<file path="src/design/mbsr_map.vh">
`ifndef MBSR_MAP_VH
`define MBSR_MAP_VH
// Register word addresses (holding register numbers).
`define MBSR_A_SP_SRC 16'h022d
`define MBSR_A_MOD_SNS 16'h022e
`define MBSR_A_BKP_SNS 16'h022f
`define MBSR_A_LO_TEMP 16'h0230
`define MBSR_A_HI_TEMP 16'h0231
`define MBSR_A_BUS_SP 16'h0232
`define MBSR_A_SEQ_CALL 16'h0233
`define MBSR_A_RUN_MODE 16'h0234
`define MBSR_A_CMD 16'h0235
`define MBSR_A_BASE_RATE 16'h0236
`define MBSR_A_FAN_RATE 16'h0237
`define MBSR_A_SEQ_ORDER 16'h0238
`define MBSR_A_PORT 16'h0239
`define MBSR_A_FIRE_DLY 16'h023a
`define MBSR_A_CAPACITY 16'h023b
`define MBSR_A_COMMON_RATE 16'h023c
`define MBSR_A_RATE_ALLOC 16'h023d
`define MBSR_A_LEAD_ALLOC 16'h023e
`define MBSR_A_LAG_ALLOC 16'h023f
`define MBSR_A_CH_CALL 16'h0241
// Reset values.
`define MBSR_RST_ZERO 16'h0000
`define MBSR_RST_NOT_CFG 16'hffff
`define MBSR_NOT_CFG 16'hffff
// Field encodings.
`define MBSR_SP_LOCAL 2'h0
`define MBSR_SP_BUS 2'h1
`define MBSR_SP_ANALOG 2'h2
`define MBSR_SNS_FIFTH 1'h0
`define MBSR_SNS_TENTH 1'h1
`define MBSR_BKP_NONE 2'h0
`define MBSR_BKP_LEAD 2'h1
`define MBSR_BKP_AVG 2'h2
`define MBSR_MODE_FIRST 2'h0
`define MBSR_MODE_EQUAL 2'h1
`define MBSR_MODE_LAST 2'h2
`define MBSR_PORT_NONE 2'h0
`define MBSR_PORT_LOCAL 2'h1
`define MBSR_PORT_GLOBAL 2'h2
// Command word bit positions.
`define MBSR_CMD_DEMAND 15
`define MBSR_CMD_SUSPEND 14
`define MBSR_CMD_FAN 13
`define MBSR_CMD_PUMP_X 12
`define MBSR_CMD_PUMP_Y 11
`define MBSR_CMD_PUMP_Z 10
`define MBSR_CMD_RSVD 9
`define MBSR_CMD_FRACTION 8
`define MBSR_CMD_RATE_HI 7
`define MBSR_CMD_RATE_LO 0
// Limits.
`define MBSR_TEMP_MIN 16'hfe70
`define MBSR_TEMP_MAX 16'h0514
`define MBSR_DELAY_MAX 16'hfd20
`define MBSR_RATE_MAX 16'h03e8
`define MBSR_CODE_MAX 16'h0002
`define MBSR_FLAG_MAX 16'h0001
`define MBSR_ORDER_MAX 16'h00ff
// Selector and flag field positions in a stored word.
`define MBSR_SEL_HI 1
`define MBSR_SEL_LO 0
`define MBSR_FLAG_BIT 0
`endif

</file>
<file path="src/design/mbsr_word.v">
`timescale 1ns/1ns
// One holding register with an optional write filter applied by the parent.
module mbsr_word #(
   parameter WIDTH = 16,
   parameter [WIDTH-1:0] RESET_VALUE = {WIDTH{1'b0}}
) (
   input wire clock,
   input wire rst_n,
   input wire clkEn,
   input wire wrEn,
   input wire [WIDTH-1:0] wrData,
   output reg [WIDTH-1:0] value_q
);
   always @(posedge clock) begin
      if (!rst_n) begin
         value_q <= RESET_VALUE;
      end else if (clkEn && wrEn) begin
         value_q <= wrData;
      end
   end
endmodule // mbsr_word

</file>
<file path="src/design/mbsr_regs.v">
`timescale 1ns/1ns
`include "mbsr_map.vh"
//
// How it works
// RULE1: setpoint source 0 local, 1 bus, 2 analog.
// RULE2: modulation sensor 0 fifth, 1 tenth input.
// RULE3: backup 0 none, 1 lead, 2 average.
// RULE4: loop temperatures -40..130 C, tenth degrees.
// RULE5: call-for-heat words: 0 idle, 1 demand.
// RULE6: slave mode first, equalize, or last.
// RULE7: command bits 15..13 demand, suspend, fan.
// RULE8: command bits 12..10 drive pumps X, Y, Z.
// RULE9: bit 9 zero, bit 8 fraction, rate 7..0.
// RULE10: port word 0 none, 1 local, 2 global.
// RULE11: fire delay 0..64800 s or 0xFFFF.
// RULE12: common rate 0 disabled, else tenth-percent.
// RULE13: rate allocation supports only value 0.
// RULE14: lead/lag allocation rotation or lowest runtime.
// RULE15: capacity word in kilo BTU per hour.
// RULE16: every word is read/write 16-bit; temperature words are signed.
//
// The protocol engine presents one word access per strobe. Writes that fall
// outside a word's legal set are refused: the word keeps its value and
// wrRefused pulses. Reads answer one cycle later with rdValid; an address
// outside the bank gives zero data and rdUnmapped.
module mbsr_regs (
   input wire clock,
   input wire rst_n,
   input wire clkEn,
   input wire wrStrobe,
   input wire rdStrobe,
   input wire [15:0] wordAddr,
   input wire [15:0] wrData,
   output reg [15:0] rdData_q,
   output reg rdValid_q,
   output reg rdUnmapped_q,
   output reg wrAck_q,
   output reg wrRefused_q,
   output reg [1:0] setpointSel_q,
   output reg modSensorSel_q,
   output reg [1:0] backupSensorSel_q,
   output reg [1:0] slaveMode_q,
   output reg [1:0] busPortSel_q,
   output reg seqHeatDemand_q,
   output reg centralHeatingDemand_q,
   output reg slaveDemand_q,
   output reg suspendStartup_q,
   output reg fanRequest_q,
   output reg pumpX_q,
   output reg pumpY_q,
   output reg pumpZ_q,
   output reg rateIsFraction_q,
   output reg [7:0] commandedRate_q,
   output reg baseLoadEnabled_q,
   output reg leadLowestRuntime_q,
   output reg lagLowestRuntime_q,
   output reg fireDelayConfigured_q
);

   ////////////////////////////////////////////////////////////////////////////
   localparam NWORDS = 20;

   wire [15:0] wordVal [0:NWORDS-1];
   reg [NWORDS-1:0] hit;
   reg legal;

   always @* begin
      hit = {NWORDS{1'b0}};
      case (wordAddr)
         `MBSR_A_SP_SRC: hit[0] = 1'b1;
         `MBSR_A_MOD_SNS: hit[1] = 1'b1;
         `MBSR_A_BKP_SNS: hit[2] = 1'b1;
         `MBSR_A_LO_TEMP: hit[3] = 1'b1;
         `MBSR_A_HI_TEMP: hit[4] = 1'b1;
         `MBSR_A_BUS_SP: hit[5] = 1'b1;
         `MBSR_A_SEQ_CALL: hit[6] = 1'b1;
         `MBSR_A_RUN_MODE: hit[7] = 1'b1;
         `MBSR_A_CMD: hit[8] = 1'b1;
         `MBSR_A_BASE_RATE: hit[9] = 1'b1;
         `MBSR_A_FAN_RATE: hit[10] = 1'b1;
         `MBSR_A_SEQ_ORDER: hit[11] = 1'b1;
         `MBSR_A_PORT: hit[12] = 1'b1;
         `MBSR_A_FIRE_DLY: hit[13] = 1'b1;
         `MBSR_A_CAPACITY: hit[14] = 1'b1;
         `MBSR_A_COMMON_RATE: hit[15] = 1'b1;
         `MBSR_A_RATE_ALLOC: hit[16] = 1'b1;
         `MBSR_A_LEAD_ALLOC: hit[17] = 1'b1;
         `MBSR_A_LAG_ALLOC: hit[18] = 1'b1;
         `MBSR_A_CH_CALL: hit[19] = 1'b1;
         default: hit = {NWORDS{1'b0}};
      endcase
   end

   ////////////////////////////////////////////////////////////////////////////
   // Legal value check for the addressed word.
   wire signed [15:0] sData = wrData;
   wire tempOk = (sData >= $signed(`MBSR_TEMP_MIN)) && (sData <= $signed(`MBSR_TEMP_MAX));
   wire codeOk = (wrData <= `MBSR_CODE_MAX);
   wire flagOk = (wrData <= `MBSR_FLAG_MAX);
   wire orderOk = (wrData <= `MBSR_ORDER_MAX);
   wire delayOk = (wrData <= `MBSR_DELAY_MAX) || (wrData == `MBSR_NOT_CFG);
   wire rateOk = (wrData <= `MBSR_RATE_MAX);
   wire zeroOk = (wrData == `MBSR_RST_ZERO);

   always @* begin
      legal = 1'b1;
      case (1'b1)
         hit[0]: legal = codeOk; // [RULE1]
         hit[1]: legal = flagOk; // [RULE2]
         hit[2]: legal = codeOk; // [RULE3]
         hit[3]: legal = tempOk; // [RULE4]
         hit[4]: legal = tempOk; // [RULE4]
         hit[5]: legal = tempOk;
         hit[6]: legal = flagOk; // [RULE5]
         hit[7]: legal = codeOk; // [RULE6]
         hit[11]: legal = orderOk;
         hit[12]: legal = codeOk; // [RULE10]
         hit[13]: legal = delayOk; // [RULE11]
         hit[15]: legal = rateOk; // [RULE12]
         hit[16]: legal = zeroOk; // [RULE13]
         hit[17]: legal = flagOk; // [RULE14]
         hit[18]: legal = flagOk; // [RULE14]
         hit[19]: legal = flagOk; // [RULE5]
         default: legal = 1'b1;
      endcase
   end

   wire doWrite = wrStrobe && (|hit) && legal;
   // Reserved command bit is forced to zero on store.
   wire [15:0] storeData = hit[8] ? (wrData & ~(16'h0001 << `MBSR_CMD_RSVD)) : wrData; // [RULE9]

   ////////////////////////////////////////////////////////////////////////////
   // Every word stores 16 bits (command bit 9 cleared); temperature and bus setpoint words are signed. [RULE16]
   wire [NWORDS-1:0] wrEn = hit & {NWORDS{doWrite}};

   mbsr_word #(
      .WIDTH(16), .RESET_VALUE(`MBSR_RST_ZERO)
   ) uSpSrc (
      .clock(clock), .rst_n(rst_n), .clkEn(clkEn),
      .wrEn(wrEn[0]), .wrData(storeData), .value_q(wordVal[0])
   );
   mbsr_word #(
      .WIDTH(16), .RESET_VALUE(`MBSR_RST_ZERO)
   ) uModSns (
      .clock(clock), .rst_n(rst_n), .clkEn(clkEn),
      .wrEn(wrEn[1]), .wrData(storeData), .value_q(wordVal[1])
   );
   mbsr_word #(
      .WIDTH(16), .RESET_VALUE(`MBSR_RST_ZERO)
   ) uBkpSns (
      .clock(clock), .rst_n(rst_n), .clkEn(clkEn),
      .wrEn(wrEn[2]), .wrData(storeData), .value_q(wordVal[2])
   );
   mbsr_word #(
      .WIDTH(16), .RESET_VALUE(`MBSR_RST_ZERO)
   ) uLoTemp (
      .clock(clock), .rst_n(rst_n), .clkEn(clkEn),
      .wrEn(wrEn[3]), .wrData(storeData), .value_q(wordVal[3])
   );
   mbsr_word #(
      .WIDTH(16), .RESET_VALUE(`MBSR_RST_ZERO)
   ) uHiTemp (
      .clock(clock), .rst_n(rst_n), .clkEn(clkEn),
      .wrEn(wrEn[4]), .wrData(storeData), .value_q(wordVal[4])
   );
   mbsr_word #(
      .WIDTH(16), .RESET_VALUE(`MBSR_RST_ZERO)
   ) uBusSp (
      .clock(clock), .rst_n(rst_n), .clkEn(clkEn),
      .wrEn(wrEn[5]), .wrData(storeData), .value_q(wordVal[5])
   );
   mbsr_word #(
      .WIDTH(16), .RESET_VALUE(`MBSR_RST_ZERO)
   ) uSeqCall (
      .clock(clock), .rst_n(rst_n), .clkEn(clkEn),
      .wrEn(wrEn[6]), .wrData(storeData), .value_q(wordVal[6])
   );
   mbsr_word #(
      .WIDTH(16), .RESET_VALUE(`MBSR_RST_ZERO)
   ) uRunMode (
      .clock(clock), .rst_n(rst_n), .clkEn(clkEn),
      .wrEn(wrEn[7]), .wrData(storeData), .value_q(wordVal[7])
   );
   mbsr_word #(
      .WIDTH(16), .RESET_VALUE(`MBSR_RST_ZERO)
   ) uCmd (
      .clock(clock), .rst_n(rst_n), .clkEn(clkEn),
      .wrEn(wrEn[8]), .wrData(storeData), .value_q(wordVal[8])
   );
   mbsr_word #(
      .WIDTH(16), .RESET_VALUE(`MBSR_RST_ZERO)
   ) uBaseRate (
      .clock(clock), .rst_n(rst_n), .clkEn(clkEn),
      .wrEn(wrEn[9]), .wrData(storeData), .value_q(wordVal[9])
   );
   mbsr_word #(
      .WIDTH(16), .RESET_VALUE(`MBSR_RST_ZERO)
   ) uFanRate (
      .clock(clock), .rst_n(rst_n), .clkEn(clkEn),
      .wrEn(wrEn[10]), .wrData(storeData), .value_q(wordVal[10])
   );
   mbsr_word #(
      .WIDTH(16), .RESET_VALUE(`MBSR_RST_ZERO)
   ) uSeqOrder (
      .clock(clock), .rst_n(rst_n), .clkEn(clkEn),
      .wrEn(wrEn[11]), .wrData(storeData), .value_q(wordVal[11])
   );
   mbsr_word #(
      .WIDTH(16), .RESET_VALUE(`MBSR_RST_ZERO)
   ) uPort (
      .clock(clock), .rst_n(rst_n), .clkEn(clkEn),
      .wrEn(wrEn[12]), .wrData(storeData), .value_q(wordVal[12])
   );
   mbsr_word #(
      .WIDTH(16), .RESET_VALUE(`MBSR_RST_NOT_CFG)
   ) uFireDly (
      .clock(clock), .rst_n(rst_n), .clkEn(clkEn),
      .wrEn(wrEn[13]), .wrData(storeData), .value_q(wordVal[13])
   );
   mbsr_word #(
      .WIDTH(16), .RESET_VALUE(`MBSR_RST_ZERO)
   ) uCapacity (
      .clock(clock), .rst_n(rst_n), .clkEn(clkEn),
      .wrEn(wrEn[14]), .wrData(storeData), .value_q(wordVal[14])
   );
   mbsr_word #(
      .WIDTH(16), .RESET_VALUE(`MBSR_RST_ZERO)
   ) uCommonRate (
      .clock(clock), .rst_n(rst_n), .clkEn(clkEn),
      .wrEn(wrEn[15]), .wrData(storeData), .value_q(wordVal[15])
   );
   mbsr_word #(
      .WIDTH(16), .RESET_VALUE(`MBSR_RST_ZERO)
   ) uRateAlloc (
      .clock(clock), .rst_n(rst_n), .clkEn(clkEn),
      .wrEn(wrEn[16]), .wrData(storeData), .value_q(wordVal[16])
   );
   mbsr_word #(
      .WIDTH(16), .RESET_VALUE(`MBSR_RST_ZERO)
   ) uLeadAlloc (
      .clock(clock), .rst_n(rst_n), .clkEn(clkEn),
      .wrEn(wrEn[17]), .wrData(storeData), .value_q(wordVal[17])
   );
   mbsr_word #(
      .WIDTH(16), .RESET_VALUE(`MBSR_RST_ZERO)
   ) uLagAlloc (
      .clock(clock), .rst_n(rst_n), .clkEn(clkEn),
      .wrEn(wrEn[18]), .wrData(storeData), .value_q(wordVal[18])
   );
   mbsr_word #(
      .WIDTH(16), .RESET_VALUE(`MBSR_RST_ZERO)
   ) uChCall (
      .clock(clock), .rst_n(rst_n), .clkEn(clkEn),
      .wrEn(wrEn[19]), .wrData(storeData), .value_q(wordVal[19])
   );

   // Read multiplexer: one stored word per mapped address, zero elsewhere.
   reg [15:0] rdMux;
   always @* begin
      case (wordAddr)
         `MBSR_A_SP_SRC: rdMux = wordVal[0];
         `MBSR_A_MOD_SNS: rdMux = wordVal[1];
         `MBSR_A_BKP_SNS: rdMux = wordVal[2];
         `MBSR_A_LO_TEMP: rdMux = wordVal[3];
         `MBSR_A_HI_TEMP: rdMux = wordVal[4];
         `MBSR_A_BUS_SP: rdMux = wordVal[5];
         `MBSR_A_SEQ_CALL: rdMux = wordVal[6];
         `MBSR_A_RUN_MODE: rdMux = wordVal[7];
         `MBSR_A_CMD: rdMux = wordVal[8];
         `MBSR_A_BASE_RATE: rdMux = wordVal[9];
         `MBSR_A_FAN_RATE: rdMux = wordVal[10];
         `MBSR_A_SEQ_ORDER: rdMux = wordVal[11];
         `MBSR_A_PORT: rdMux = wordVal[12];
         `MBSR_A_FIRE_DLY: rdMux = wordVal[13];
         `MBSR_A_CAPACITY: rdMux = wordVal[14]; // [RULE15]
         `MBSR_A_COMMON_RATE: rdMux = wordVal[15];
         `MBSR_A_RATE_ALLOC: rdMux = wordVal[16];
         `MBSR_A_LEAD_ALLOC: rdMux = wordVal[17];
         `MBSR_A_LAG_ALLOC: rdMux = wordVal[18];
         `MBSR_A_CH_CALL: rdMux = wordVal[19];
         default: rdMux = `MBSR_RST_ZERO; // [RULE16]
      endcase
   end

   ////////////////////////////////////////////////////////////////////////////
   // Bus answer.
   always @(posedge clock) begin
      if (!rst_n) begin
         rdData_q <= `MBSR_RST_ZERO;
         rdValid_q <= 1'b0;
         rdUnmapped_q <= 1'b0;
         wrAck_q <= 1'b0;
         wrRefused_q <= 1'b0;
      end else if (clkEn) begin
         rdValid_q <= rdStrobe;
         rdUnmapped_q <= rdStrobe && !(|hit);
         rdData_q <= rdStrobe ? rdMux : `MBSR_RST_ZERO;
         wrAck_q <= doWrite;
         wrRefused_q <= wrStrobe && !doWrite;
      end
   end

   ////////////////////////////////////////////////////////////////////////////
   // Decoded controls, registered from the stored words.
   always @(posedge clock) begin
      if (!rst_n) begin
         setpointSel_q <= `MBSR_SP_LOCAL;
         modSensorSel_q <= `MBSR_SNS_FIFTH;
         backupSensorSel_q <= `MBSR_BKP_NONE;
         slaveMode_q <= `MBSR_MODE_FIRST;
         busPortSel_q <= `MBSR_PORT_NONE;
         seqHeatDemand_q <= 1'b0;
         centralHeatingDemand_q <= 1'b0;
         slaveDemand_q <= 1'b0;
         suspendStartup_q <= 1'b0;
         fanRequest_q <= 1'b0;
         pumpX_q <= 1'b0;
         pumpY_q <= 1'b0;
         pumpZ_q <= 1'b0;
         rateIsFraction_q <= 1'b0;
         commandedRate_q <= 8'h00;
         baseLoadEnabled_q <= 1'b0;
         leadLowestRuntime_q <= 1'b0;
         lagLowestRuntime_q <= 1'b0;
         fireDelayConfigured_q <= 1'b0;
      end else if (clkEn) begin
         setpointSel_q <= wordVal[0][`MBSR_SEL_HI:`MBSR_SEL_LO]; // [RULE1]
         modSensorSel_q <= wordVal[1][`MBSR_FLAG_BIT]; // [RULE2]
         backupSensorSel_q <= wordVal[2][`MBSR_SEL_HI:`MBSR_SEL_LO]; // [RULE3]
         seqHeatDemand_q <= wordVal[6][`MBSR_FLAG_BIT]; // [RULE5]
         centralHeatingDemand_q <= wordVal[19][`MBSR_FLAG_BIT]; // [RULE5]
         slaveMode_q <= wordVal[7][`MBSR_SEL_HI:`MBSR_SEL_LO]; // [RULE6]
         slaveDemand_q <= wordVal[8][`MBSR_CMD_DEMAND]; // [RULE7]
         suspendStartup_q <= wordVal[8][`MBSR_CMD_SUSPEND]; // [RULE7]
         fanRequest_q <= wordVal[8][`MBSR_CMD_FAN]; // [RULE7]
         pumpX_q <= wordVal[8][`MBSR_CMD_PUMP_X]; // [RULE8]
         pumpY_q <= wordVal[8][`MBSR_CMD_PUMP_Y]; // [RULE8]
         pumpZ_q <= wordVal[8][`MBSR_CMD_PUMP_Z]; // [RULE8]
         rateIsFraction_q <= wordVal[8][`MBSR_CMD_FRACTION]; // [RULE9]
         commandedRate_q <= wordVal[8][`MBSR_CMD_RATE_HI:`MBSR_CMD_RATE_LO]; // [RULE9]
         busPortSel_q <= wordVal[12][`MBSR_SEL_HI:`MBSR_SEL_LO]; // [RULE10]
         fireDelayConfigured_q <= (wordVal[13] != `MBSR_NOT_CFG); // [RULE11]
         baseLoadEnabled_q <= (wordVal[15] != `MBSR_RST_ZERO); // [RULE12]
         leadLowestRuntime_q <= wordVal[17][`MBSR_FLAG_BIT]; // [RULE14]
         lagLowestRuntime_q <= wordVal[18][`MBSR_FLAG_BIT]; // [RULE14]
      end
   end
endmodule // mbsr_regs

</file>
<file path="config.mk">
export PLATFORM = sky130hd
export DESIGN_NAME = mbsr_regs
export DESIGN_NICKNAME = d
export VERILOG_FILES = /design/src/design/mbsr_word.v /design/src/design/mbsr_regs.v
export VERILOG_INCLUDE_DIRS = /design/src /design/src/design
export SDC_FILE = /design/constraint.sdc
export NUM_CORES = 1
export LEC_CHECK = 0
export BUFFER_PORTS_ARGS = -buffer_cell sky130_fd_sc_hd__buf_2
export CORE_MARGIN = 2
export CORE_UTILIZATION = 40
export CTS_BUF_LIST = sky130_fd_sc_hd__clkbuf_2
export DETAILED_ROUTE_END_ITERATION = 7
export PLACE_DENSITY = 0.53
export SYNTH_ARGS = -nofsm -noshare
export SYNTH_HDL_FRONTEND = slang
export SYNTH_SLANG_ARGS = --single-unit
export TNS_END_PERCENT = 10
</file>
<file path="constraint.sdc">
create_clock -name clock -period 4.2 [get_ports clock]
set_input_delay 1.26 -clock clock [delete_from_list [all_inputs] [get_ports clock]]
set_output_delay 1.26 -clock clock [all_outputs]
set_load 0.005 [all_outputs]
</file>
After elaboration in Yosys (flattened, before gate mapping) --
Index checks and enable logic that the tools add are counted.
Operators by class: magnitude comparators 7, equal/unequal tests 22, muxes and demuxes 39, bitwise operators 1, reduce and logical (&&, ||, !) cells 31
Operators with widths (count):
- $eq A16 B10 Y1 const B | 20
- $pmux W16 S20 | 1
- $mux W1 | 36
- $logic_and A1 B1 Y1 | 25
- $and A20 B20 Y20 | 1
- $reduce_or A20 Y1 | 1
- $eq A16 B16 Y1 const B | 1
- $ge A16 B10 Y1 const B | 1
- $le A16 B1 Y1 const B | 1
- $le A16 B10 Y1 const B | 1
- $le A16 B12 Y1 const B | 1
- $le A16 B16 Y1 const B | 1
- $le A16 B2 Y1 const B | 1
- $le A16 B8 Y1 const B | 1
- $logic_not A16 Y1 | 1
- $mux W16 | 1
- $ne A16 B16 Y1 const B | 1
- $reduce_bool A16 Y1 | 1
- $mux W10 | 1
- $logic_not A1 Y1 | 2
- $logic_or A1 B1 Y1 | 1
Word-level totals: flip-flop bits (word level) 370, input bits 37, output and inout bits 50, word-level logic and storage cells 144

Depth between registers and ports, before layout --
Gate-level depths: netlist (run 1).
depth in word-level cells 21, mapped depth 11

Hierarchy --
A second synthesis (run 1) with hierarchy kept.
Unflattened totals: cell total of the unflattened synthesis 2027, area total of the unflattened synthesis 17969.7 um2
By module, submodules not included:
- mbsr_word at uBaseRate ... | times used 19, cells an instance 73, area an instance 668.1 um2, sequential area each 320.3 um2
- mbsr_regs | times used 1, cells an instance 567, area an instance 4571.9 um2, sequential area each 1001.0 um2
- mbsr_word at uFireDly | times used 1, cells an instance 73, area an instance 703.2 um2, sequential area each 320.3 um2

Worst setup path before layout (run 1) --
Ideal clock, no wire load.
path type input port to flip-flop, start point input wordAddr[13], end point register uHiTemp.value_q[11], arrival time 3.721 ns, data required time 4.066 ns, path slack 0.345 ns, stages on the path 10, path buffers 3, path through or4_1 buf_2 nor4_4 a211oi_1 a2111oi_2 o311ai_2 and4_1 buf_6 buf_6 mux2i_1
Between the ends: cells in the longest elaborated chain, start to end 21, elaborated cells on any way between the ends 61, those cells by class 20 x eq/ne; 36 x mux; 1 x bitwise; 4 x reduce/logical
Ends and longest elaborated chain:
- start: declaration | RTL line mbsr_regs.v:32 | input wire [15:0] wordAddr,
- $eq A16 B10 Y1 | RTL line mbsr_regs.v:69 | case (wordAddr)
- $mux W1 | RTL line mbsr_regs.v:69
- $mux W1 (16 in series) | RTL line mbsr_regs.v:107 | case (1'b1)
- $logic_and A1 B1 Y1 | RTL line mbsr_regs.v:128 | wire doWrite = wrStrobe && (|hit) && legal;
- $and A20 B20 Y20 (*) | RTL line mbsr_regs.v:134 | wire [NWORDS-1:0] wrEn = hit & {NWORDS{doWrite}};
- $logic_and A1 B1 Y1 (*) | RTL line mbsr_word.v:17 | end else if (clkEn && wrEn) begin
- end signal: assignment | RTL line mbsr_word.v:18 | value_q <= wrData;
- end: declaration | RTL line mbsr_word.v:12 | output reg [WIDTH-1:0] value_q
Mark *: on every way between the ends. The rest lies on a longest branch, timed or not. A chain may end at the register's enable or synchronous reset.

Worst setup path in the final report (run 1) --
start point input wordAddr[13], end point register uLagAlloc.value_q[0]
Between the ends: cells in the longest elaborated chain, start to end 21, elaborated cells on any way between the ends 61, those cells by class 20 x eq/ne; 36 x mux; 1 x bitwise; 4 x reduce/logical
Ends and longest elaborated chain (RTL line):
- $eq A16 B10 Y1 | mbsr_regs.v:69
- $mux W1 | mbsr_regs.v:69
- $mux W1 (16 in series) | mbsr_regs.v:107
- $logic_and A1 B1 Y1 | mbsr_regs.v:128
- $and A20 B20 Y20 (*) | mbsr_regs.v:134
- $logic_and A1 B1 Y1 (*) | mbsr_word.v:17
- end signal: assignment | mbsr_word.v:18
- end: declaration | mbsr_word.v:12
Marked as above.

==> flow_metrics.tcl, run 1 <==
set metrics [dict create \
    p_seq_share_pct 54.9 \
    final_cells 2270 \
    synth-edff-count 0 \
    syn-mean-instance-area_um2 9.496 \
    required_ps 5090 \
    tritoncts "yes" \
    final.min_clock_period_ps 3204 \
    layout.nets 1772 \
    antenna_found_initial 4 \
    cts_max_level 3 \
    dr.pass1.iters 7 \
    worst_pin_slew_ps 1104 \
    ir_worst_vdd_v 0.0002594 \
    placed_area_um2 16600 \
    path_class "primary input to register" \
    cts_hold_repair.buffers 0 \
    grt_pass1_vias 12493 \
    grt_usage_pct 28.44 \
    overflow 0 \
    yosysTopAreaCell "dfxtp_1" \
    synth_top_family_by_area "simple AND/OR/NAND/NOR gates" \
    yosysSeqAreaShare_pct 50.23 \
    crit_path_start "wordAddr[13]" \
    grt_pass1_wl_mm 80.83 \
    rr_endpoint "rdData_q[1]" \
    ys_seq_elements 370 \
    synthMuxAreaShare_pct 8.417 \
    yosysUniqueCellTypes 62 \
    layout_setup_ws_ps 996.5 \
    cp.arrival_ps 4090 \
    synth-xor-area-share_pct 0 \
    clkPwrFrac_pct 40.8 \
    drc_errors 0 \
    yosysTopAreaCellShare_pct 50.23 \
    fmax_ghz 0.3122 \
    grt_setup_unrepaired "no" \
    leakage_nw 7.438 \
    yosysWarnings 0 \
    whs_endpoint "rdData_q[8]" \
    reg2regPathDepth 5 \
    cts_root_buf "clkbuf_2" \
    post-place-ws_ps 24.27 \
    cts.sinks 370 \
    drtIter0Drc 1386 \
    power_density_nw_per_um2 365.2 \
    path_clk_slew_ps 80 \
    r2r-start "uSeqOrder.value_q[1]" \
    start_util_pct 40.47 \
    fin_skew_ps 65.72 \
    drive_above_1_share_pct 21.85 \
    setup_violations 0 \
    dieArea_um2 38420 \
    syn2layout_area_growth_pct 18.67 \
    worstHoldPathCells 2 \
    cts_setup_buffers 0 \
    finalInstanceArea_um2 17500 \
    ff2ff_setup_slack_ps 2020 \
    pin_count 87 \
    synth_adder_area_share_pct 0 \
    path_max_fanout 16 \
    synth_most_common_cell "dfxtp_1" \
    antenna_left 0 \
    core_um2 36430 \
    status "finished clean" \
    finalCritPeriodShare_pct 76.27 \
    power_switching_mw 1.685 \
    synthTopCellsByCount "dfxtp_1 (370), nand2_1 (262), and3_1 (165), mux2i_1 (124), clkbuf_1 (104)" \
    ctsResizeCount 0 \
    vias 12926 \
    dp_hpwl_mm 36.97 \
    cts_made_buffers 99 \
    clkLatencyLatePin_ps 1030 \
    synth-simple-area-share_pct 23.72 \
    min_path_type "register to register" \
    viasPerCell 5.694 \
    cell_internal_pwr_mw 4.706 \
    final-hold-violation-count 0 \
    row_count 70 \
    die_w_um 196.0 \
    finalWirelength_mm 54.76 \
    grt_max_degree 140 \
    gp_congestion 0.9029 \
    sw_frac_of_total_pct 26.37 \
    placed_cells 2102 \
    synthesis.area_um2 14750 \
    ys_async_sr_fraction_pct 0 \
    relSlewSlack_pct 26.23 \
    die_y_um 196.0 \
    portBuffers 86 \
    syn_nets 1590 \
    synth_compound_area_share_pct 13.74 \
    clockBufferDepth 3 \
    wl_per_cell_um 24.12 \
    postSynthCellCount 1553 \
    crit_path_end_kind "register" \
    yosys-top-cells-area "dfxtp_1 (50%), mux2i_1 (8.4%), and3_1 (7.0%)" \
    synth_flop_cell "dfxtp_1" \
    combPwrFrac_pct 4.2 \
    cp-start-kind "primary input" \
    hold_path.startpoint "rdData_q[8]" \
    finalMaxSlewViolations 0 \
    drv_cap 0 \
]
## cell usage in the layout (no fill, tap or decap), types with 8 or more instances in the layout
cell type  netlist  routed
clkinv_1         0       9
and3_1         165     165
nor4_1          21      16
o21ai_0         24      24
nand4_1         24      24
a222oi_1        26      26
nand3_1         32      32
buf_12           0      31
buf_2           14      85
buf_4            4      94
a21boi_0        64      64
nand2_1        262     262
nor2_1          21      21
clkbuf_2         1     151
nor3_1          22      15
nand2b_1         8       8
nor2b_1         64      64
mux2i_1        124     124
dfxtp_1        370     370
a2111oi_0       11      11
a22oi_1        102     102
## metrics by stage
stage / setup TNS, ps / hold WS [ps] / util, % / power, mW
6_report: 0 / 453.1 / 48.03 / 6.391
3_5_place_dp: 0 / 439.8 / 45.57 / 3.859
2_1_floorplan: 0 / 430.3 / - / 3.725
4_1_cts: 0 / 453.8 / 48.01 / 6.458
3_3_place_gp: -78.21 / 433.3 / 45.57 / 3.859
5_1_grt: 0 / 477.4 / 48.03 / 6.675
## cells by family (layout without fill, tap and decap cells)
| group | Yosys count | count (layout) |
|---|---|---|
| other | 0 | 3 |
| AO/OA/AOI/OAI | 263 | 263 |
| flip-flops | 370 | 370 |
| multiplexers | 124 | 124 |
| AND/OR/NAND/NOR | 664 | 664 |
| buffers and inverters | 132 | 378 |
## worst max-delay path: stages
cell and delay, ps:
buf_2 110, or4_1 670, nor4_4 340, a211oi_1 120, a2111oi_2 540, o311ai_2 160, buf_4 190, buf_4 180
nand3_1 90, buf_4 220, mux2i_1 200
## layer usage
metal  share of wire [%]  wire length [um]  GRT usage, %
met1                  44             24190         37.81
met2                  45             24890         44.39
met3                 7.6              4158         7.616
met4                 2.8              1527         10.35
met5                   0                 0             0
## cell type report
type / count / area [um^2]
Inverter: 2 / 7.507
Fill cell: 3551 / 18930
Tap cell: 468 / 585.6
Antenna cell: 3 / 7.507
Clock buffer: 151 / 755.7
Clock inverter: 14 / 132.6
Multi-Input combinational cell: 1051 / 6838
Timing Repair Buffer: 211 / 1767
Sequential cell: 370 / 7407
## worst max path at each step
stage                      endpoint  slack (ps)  depth (start not counted)
4_1_cts        uLagAlloc.value_q[0]        1110                         13
3_3_place_gp   uLagAlloc.value_q[0]         -50                         13
6_report       uLagAlloc.value_q[0]        1000                         11
2_1_floorplan   uHiTemp.value_q[11]         340                         10
3_5_place_dp   uLagAlloc.value_q[0]          20                         13
5_1_grt           uBusSp.value_q[8]         970                         10
## power groups by stage
| stage | Clock (mW) | Sequential [mW] | Combinational, mW |
|---|---|---|---|
| CTS | 2.68 | 3.51 | 0.268 |
| finish | 2.61 | 3.51 | 0.272 |
| detailed placement | 0 | 3.59 | 0.268 |
| global route | 2.88 | 3.51 | 0.286 |
| global placement | 0 | 3.59 | 0.268 |
| floorplan | 0 | 3.59 | 0.135 |
Note: power is estimated with default switching activity, not from simulation.
==> run 2: changes to the inputs <==
--- a/config.mk
+++ b/config.mk
@@ -11,7 +11,7 @@
 export CORE_UTILIZATION = 40
 export CTS_BUF_LIST = sky130_fd_sc_hd__clkbuf_2
 export DETAILED_ROUTE_END_ITERATION = 7
-export PLACE_DENSITY = 0.53
+export PLACE_DENSITY = 0.55
 export SYNTH_ARGS = -nofsm -noshare
 export SYNTH_HDL_FRONTEND = slang
 export SYNTH_SLANG_ARGS = --single-unit
==> constraint.sdc (replaced) <==
create_clock -name clock -period 2.6 [get_ports clock]
set_input_delay 0.78 -clock clock [delete_from_list [all_inputs] [get_ports clock]]
set_output_delay 0.78 -clock clock [all_outputs]
set_load 0.005 [all_outputs]
==> run 2 against run 1 <==
Against the previous run: sequential cell count unchanged; sequential power grew 62%; non-clock buffer count is 121 higher; critical endpoint is now rdData_q[14]; setup slack got worse by 1000 ps; global-route usage is 0.27 points higher; sequential share of layout area is 2.1 points lower; clock power is 47% higher; count of clock-buffer cells in the layout decreased by 13; clock skew fell by 1.8 ps; the run now ends with negative setup slack left.
==> flow_metrics.tcl, run 2 (synthesis gave the netlist of run 1 again) <==
set metrics [dict create \
    grt_pass1_vias 13123 \
    ir_worst_vdd_v 0.0003828 \
    vias 13384 \
    leakage_nw 7.978 \
    drtIter0Drc 1182 \
    crit_path_end_kind "register" \
    timing.hold.ws_ps 99.60 \
    mostFrequentLayoutCell "dfxtp_1" \
    status "complete, but fails checks" \
    final.min_clock_period_ps 2603 \
    clkLatencyLatePin_ps 990 \
    wl_per_cell_um 23.12 \
    final-hold-violation-count 0 \
    grt_setup_unrepaired "no" \
    cts_hold_repair.buffers 0 \
    pin_count 87 \
    hold_path.startpoint "wrStrobe" \
    finalCritPeriodShare_pct 100.1 \
    antenna_left 0 \
    min_path_type "primary input to register" \
    setup_violations 1 \
    dieArea_um2 38420 \
    fmax_ghz 0.3842 \
    multiInputGateArea_um2 6920 \
    cts_made_buffers 94 \
    cts_setup_buffers 0 \
    drv_cap 0 \
    path_class "primary input to register" \
    rr_endpoint "rdData_q[14]" \
    die_w_um 196.0 \
    dp_hpwl_mm 39.35 \
    syn2layout_area_growth_pct 24.78 \
    cp.arrival_ps 3450 \
    path_clk_slew_ps 90 \
    cts_max_level 3 \
    viasPerCell 5.631 \
    power_density_nw_per_um2 544.0 \
    relSlewSlack_pct 44.47 \
    grt_pass1_wl_mm 82.41 \
    path_max_fanout 7 \
    tritoncts "yes" \
    gp_congestion 0.9034 \
    start_util_pct 40.47 \
    required_ps 3450 \
    layout.nets 1888 \
    worstHoldPathCells 2 \
    core_um2 36430 \
    grt_usage_pct 28.72 \
    dr.pass1.iters 7 \
    seq_area_um2 7407 \
    cp-start-kind "primary input" \
    finalWirelength_mm 54.95 \
    fin_skew_ps 63.87 \
    post-place-ws_ps -1083 \
    ff2ff_setup_slack_ps 580 \
    cts_root_buf "clkbuf_2" \
    layout_setup_ws_ps -2.948 \
    drc_errors 0 \
    violations "negative setup slack" \
    row_count 70 \
    clockBufferDepth 3 \
    filler_cell_count 3474 \
    whs_endpoint "wrRefused_q" \
    worst_pin_slew_ps 831.2 \
    antenna_found_initial 6 \
    cts.sinks 370 \
    portBuffers 86 \
    r2r-start "uBaseRate.value_q[14]" \
    layout_common_cells "dfxtp_1 (370), nand2_1 (262), buf_4 (213)" \
    overflow 0 \
    reg2regPathDepth 5 \
    die_y_um 196.0 \
    drive_above_1_share_pct 26.62 \
    fin_total_pwr_mw 10.01 \
    finalMaxSlewViolations 0 \
    grt_max_degree 63 \
]
run 2: how the worst max path moves through the flow:
stage | from | to | depth (start not counted)
floorplan | wordAddr[11] | uBusSp.value_q[13] | 10
CTS | wordAddr[6] | rdData_q[14] | 14
finish | wordAddr[6] | rdData_q[14] | 14
global placement | wrData[2] | uRateAlloc.value_q[3] | 11
global route | wrData[12] | uLagAlloc.value_q[11] | 11
detailed placement | wrData[2] | uRateAlloc.value_q[4] | 11
run 2: metrics by stage:
| step | instance area, um^2 | cells | setup TNS [ps] | util [%] |
|---|---|---|---|---|
| floorplan | 14830 | 1553 | -178050 | - |
| global placement | 17590 | 2223 | -300810 | 48.27 |
| detailed placement | 17590 | 2223 | -312780 | 48.27 |
| CTS | 18370 | 2376 | 0 | 50.42 |
| global route | 18400 | 2377 | 0 | 50.50 |
| finish | 18400 | 2377 | -2.948 | 50.50 |
run 2: area by class of cell:
class                      instances  area share, %
antenna                            1        0.01360
clock buffer                     138          3.753
clock inverter                    15         0.4760
inverter                           2        0.04080
multi-input combinational       1051          37.61
sequential                       370          40.25
tap                              468          3.182
timing repair buffer             332          14.67
run 2: routing by layer:
layer	track usage [%]	vias up	share of wire (%)
met5	0	-	0
met4	11.76	0	3.3
met3	4.934	107	6.4
met2	45.25	487	45
met1	39.08	6524	45
li1	-	6266	-
run 2: critical path: stages:
cell and delay [ps]:
buf_2 100, buf_4 100, and4bb_2 250, nand3_1 140
buf_4 190, nor3_2 70, buf_4 160, buf_4 150
buf_4 140, a22oi_1 260, nand4_1 250, a2111oi_0 590
buf_4 210, o21ai_0 60
run 2: power by group:
part	internal, mW	switching, mW
registers	5.67	0.00205
clock network	1.48	2.36
logic	0.187	0.313
run 2: timing repair:
action / 4_1_cts / 5_1_grt
setup endpoints to repair: 7 / 176
endpoints found under the hold margin: 0 / 0
resized for setup: 1 / 4
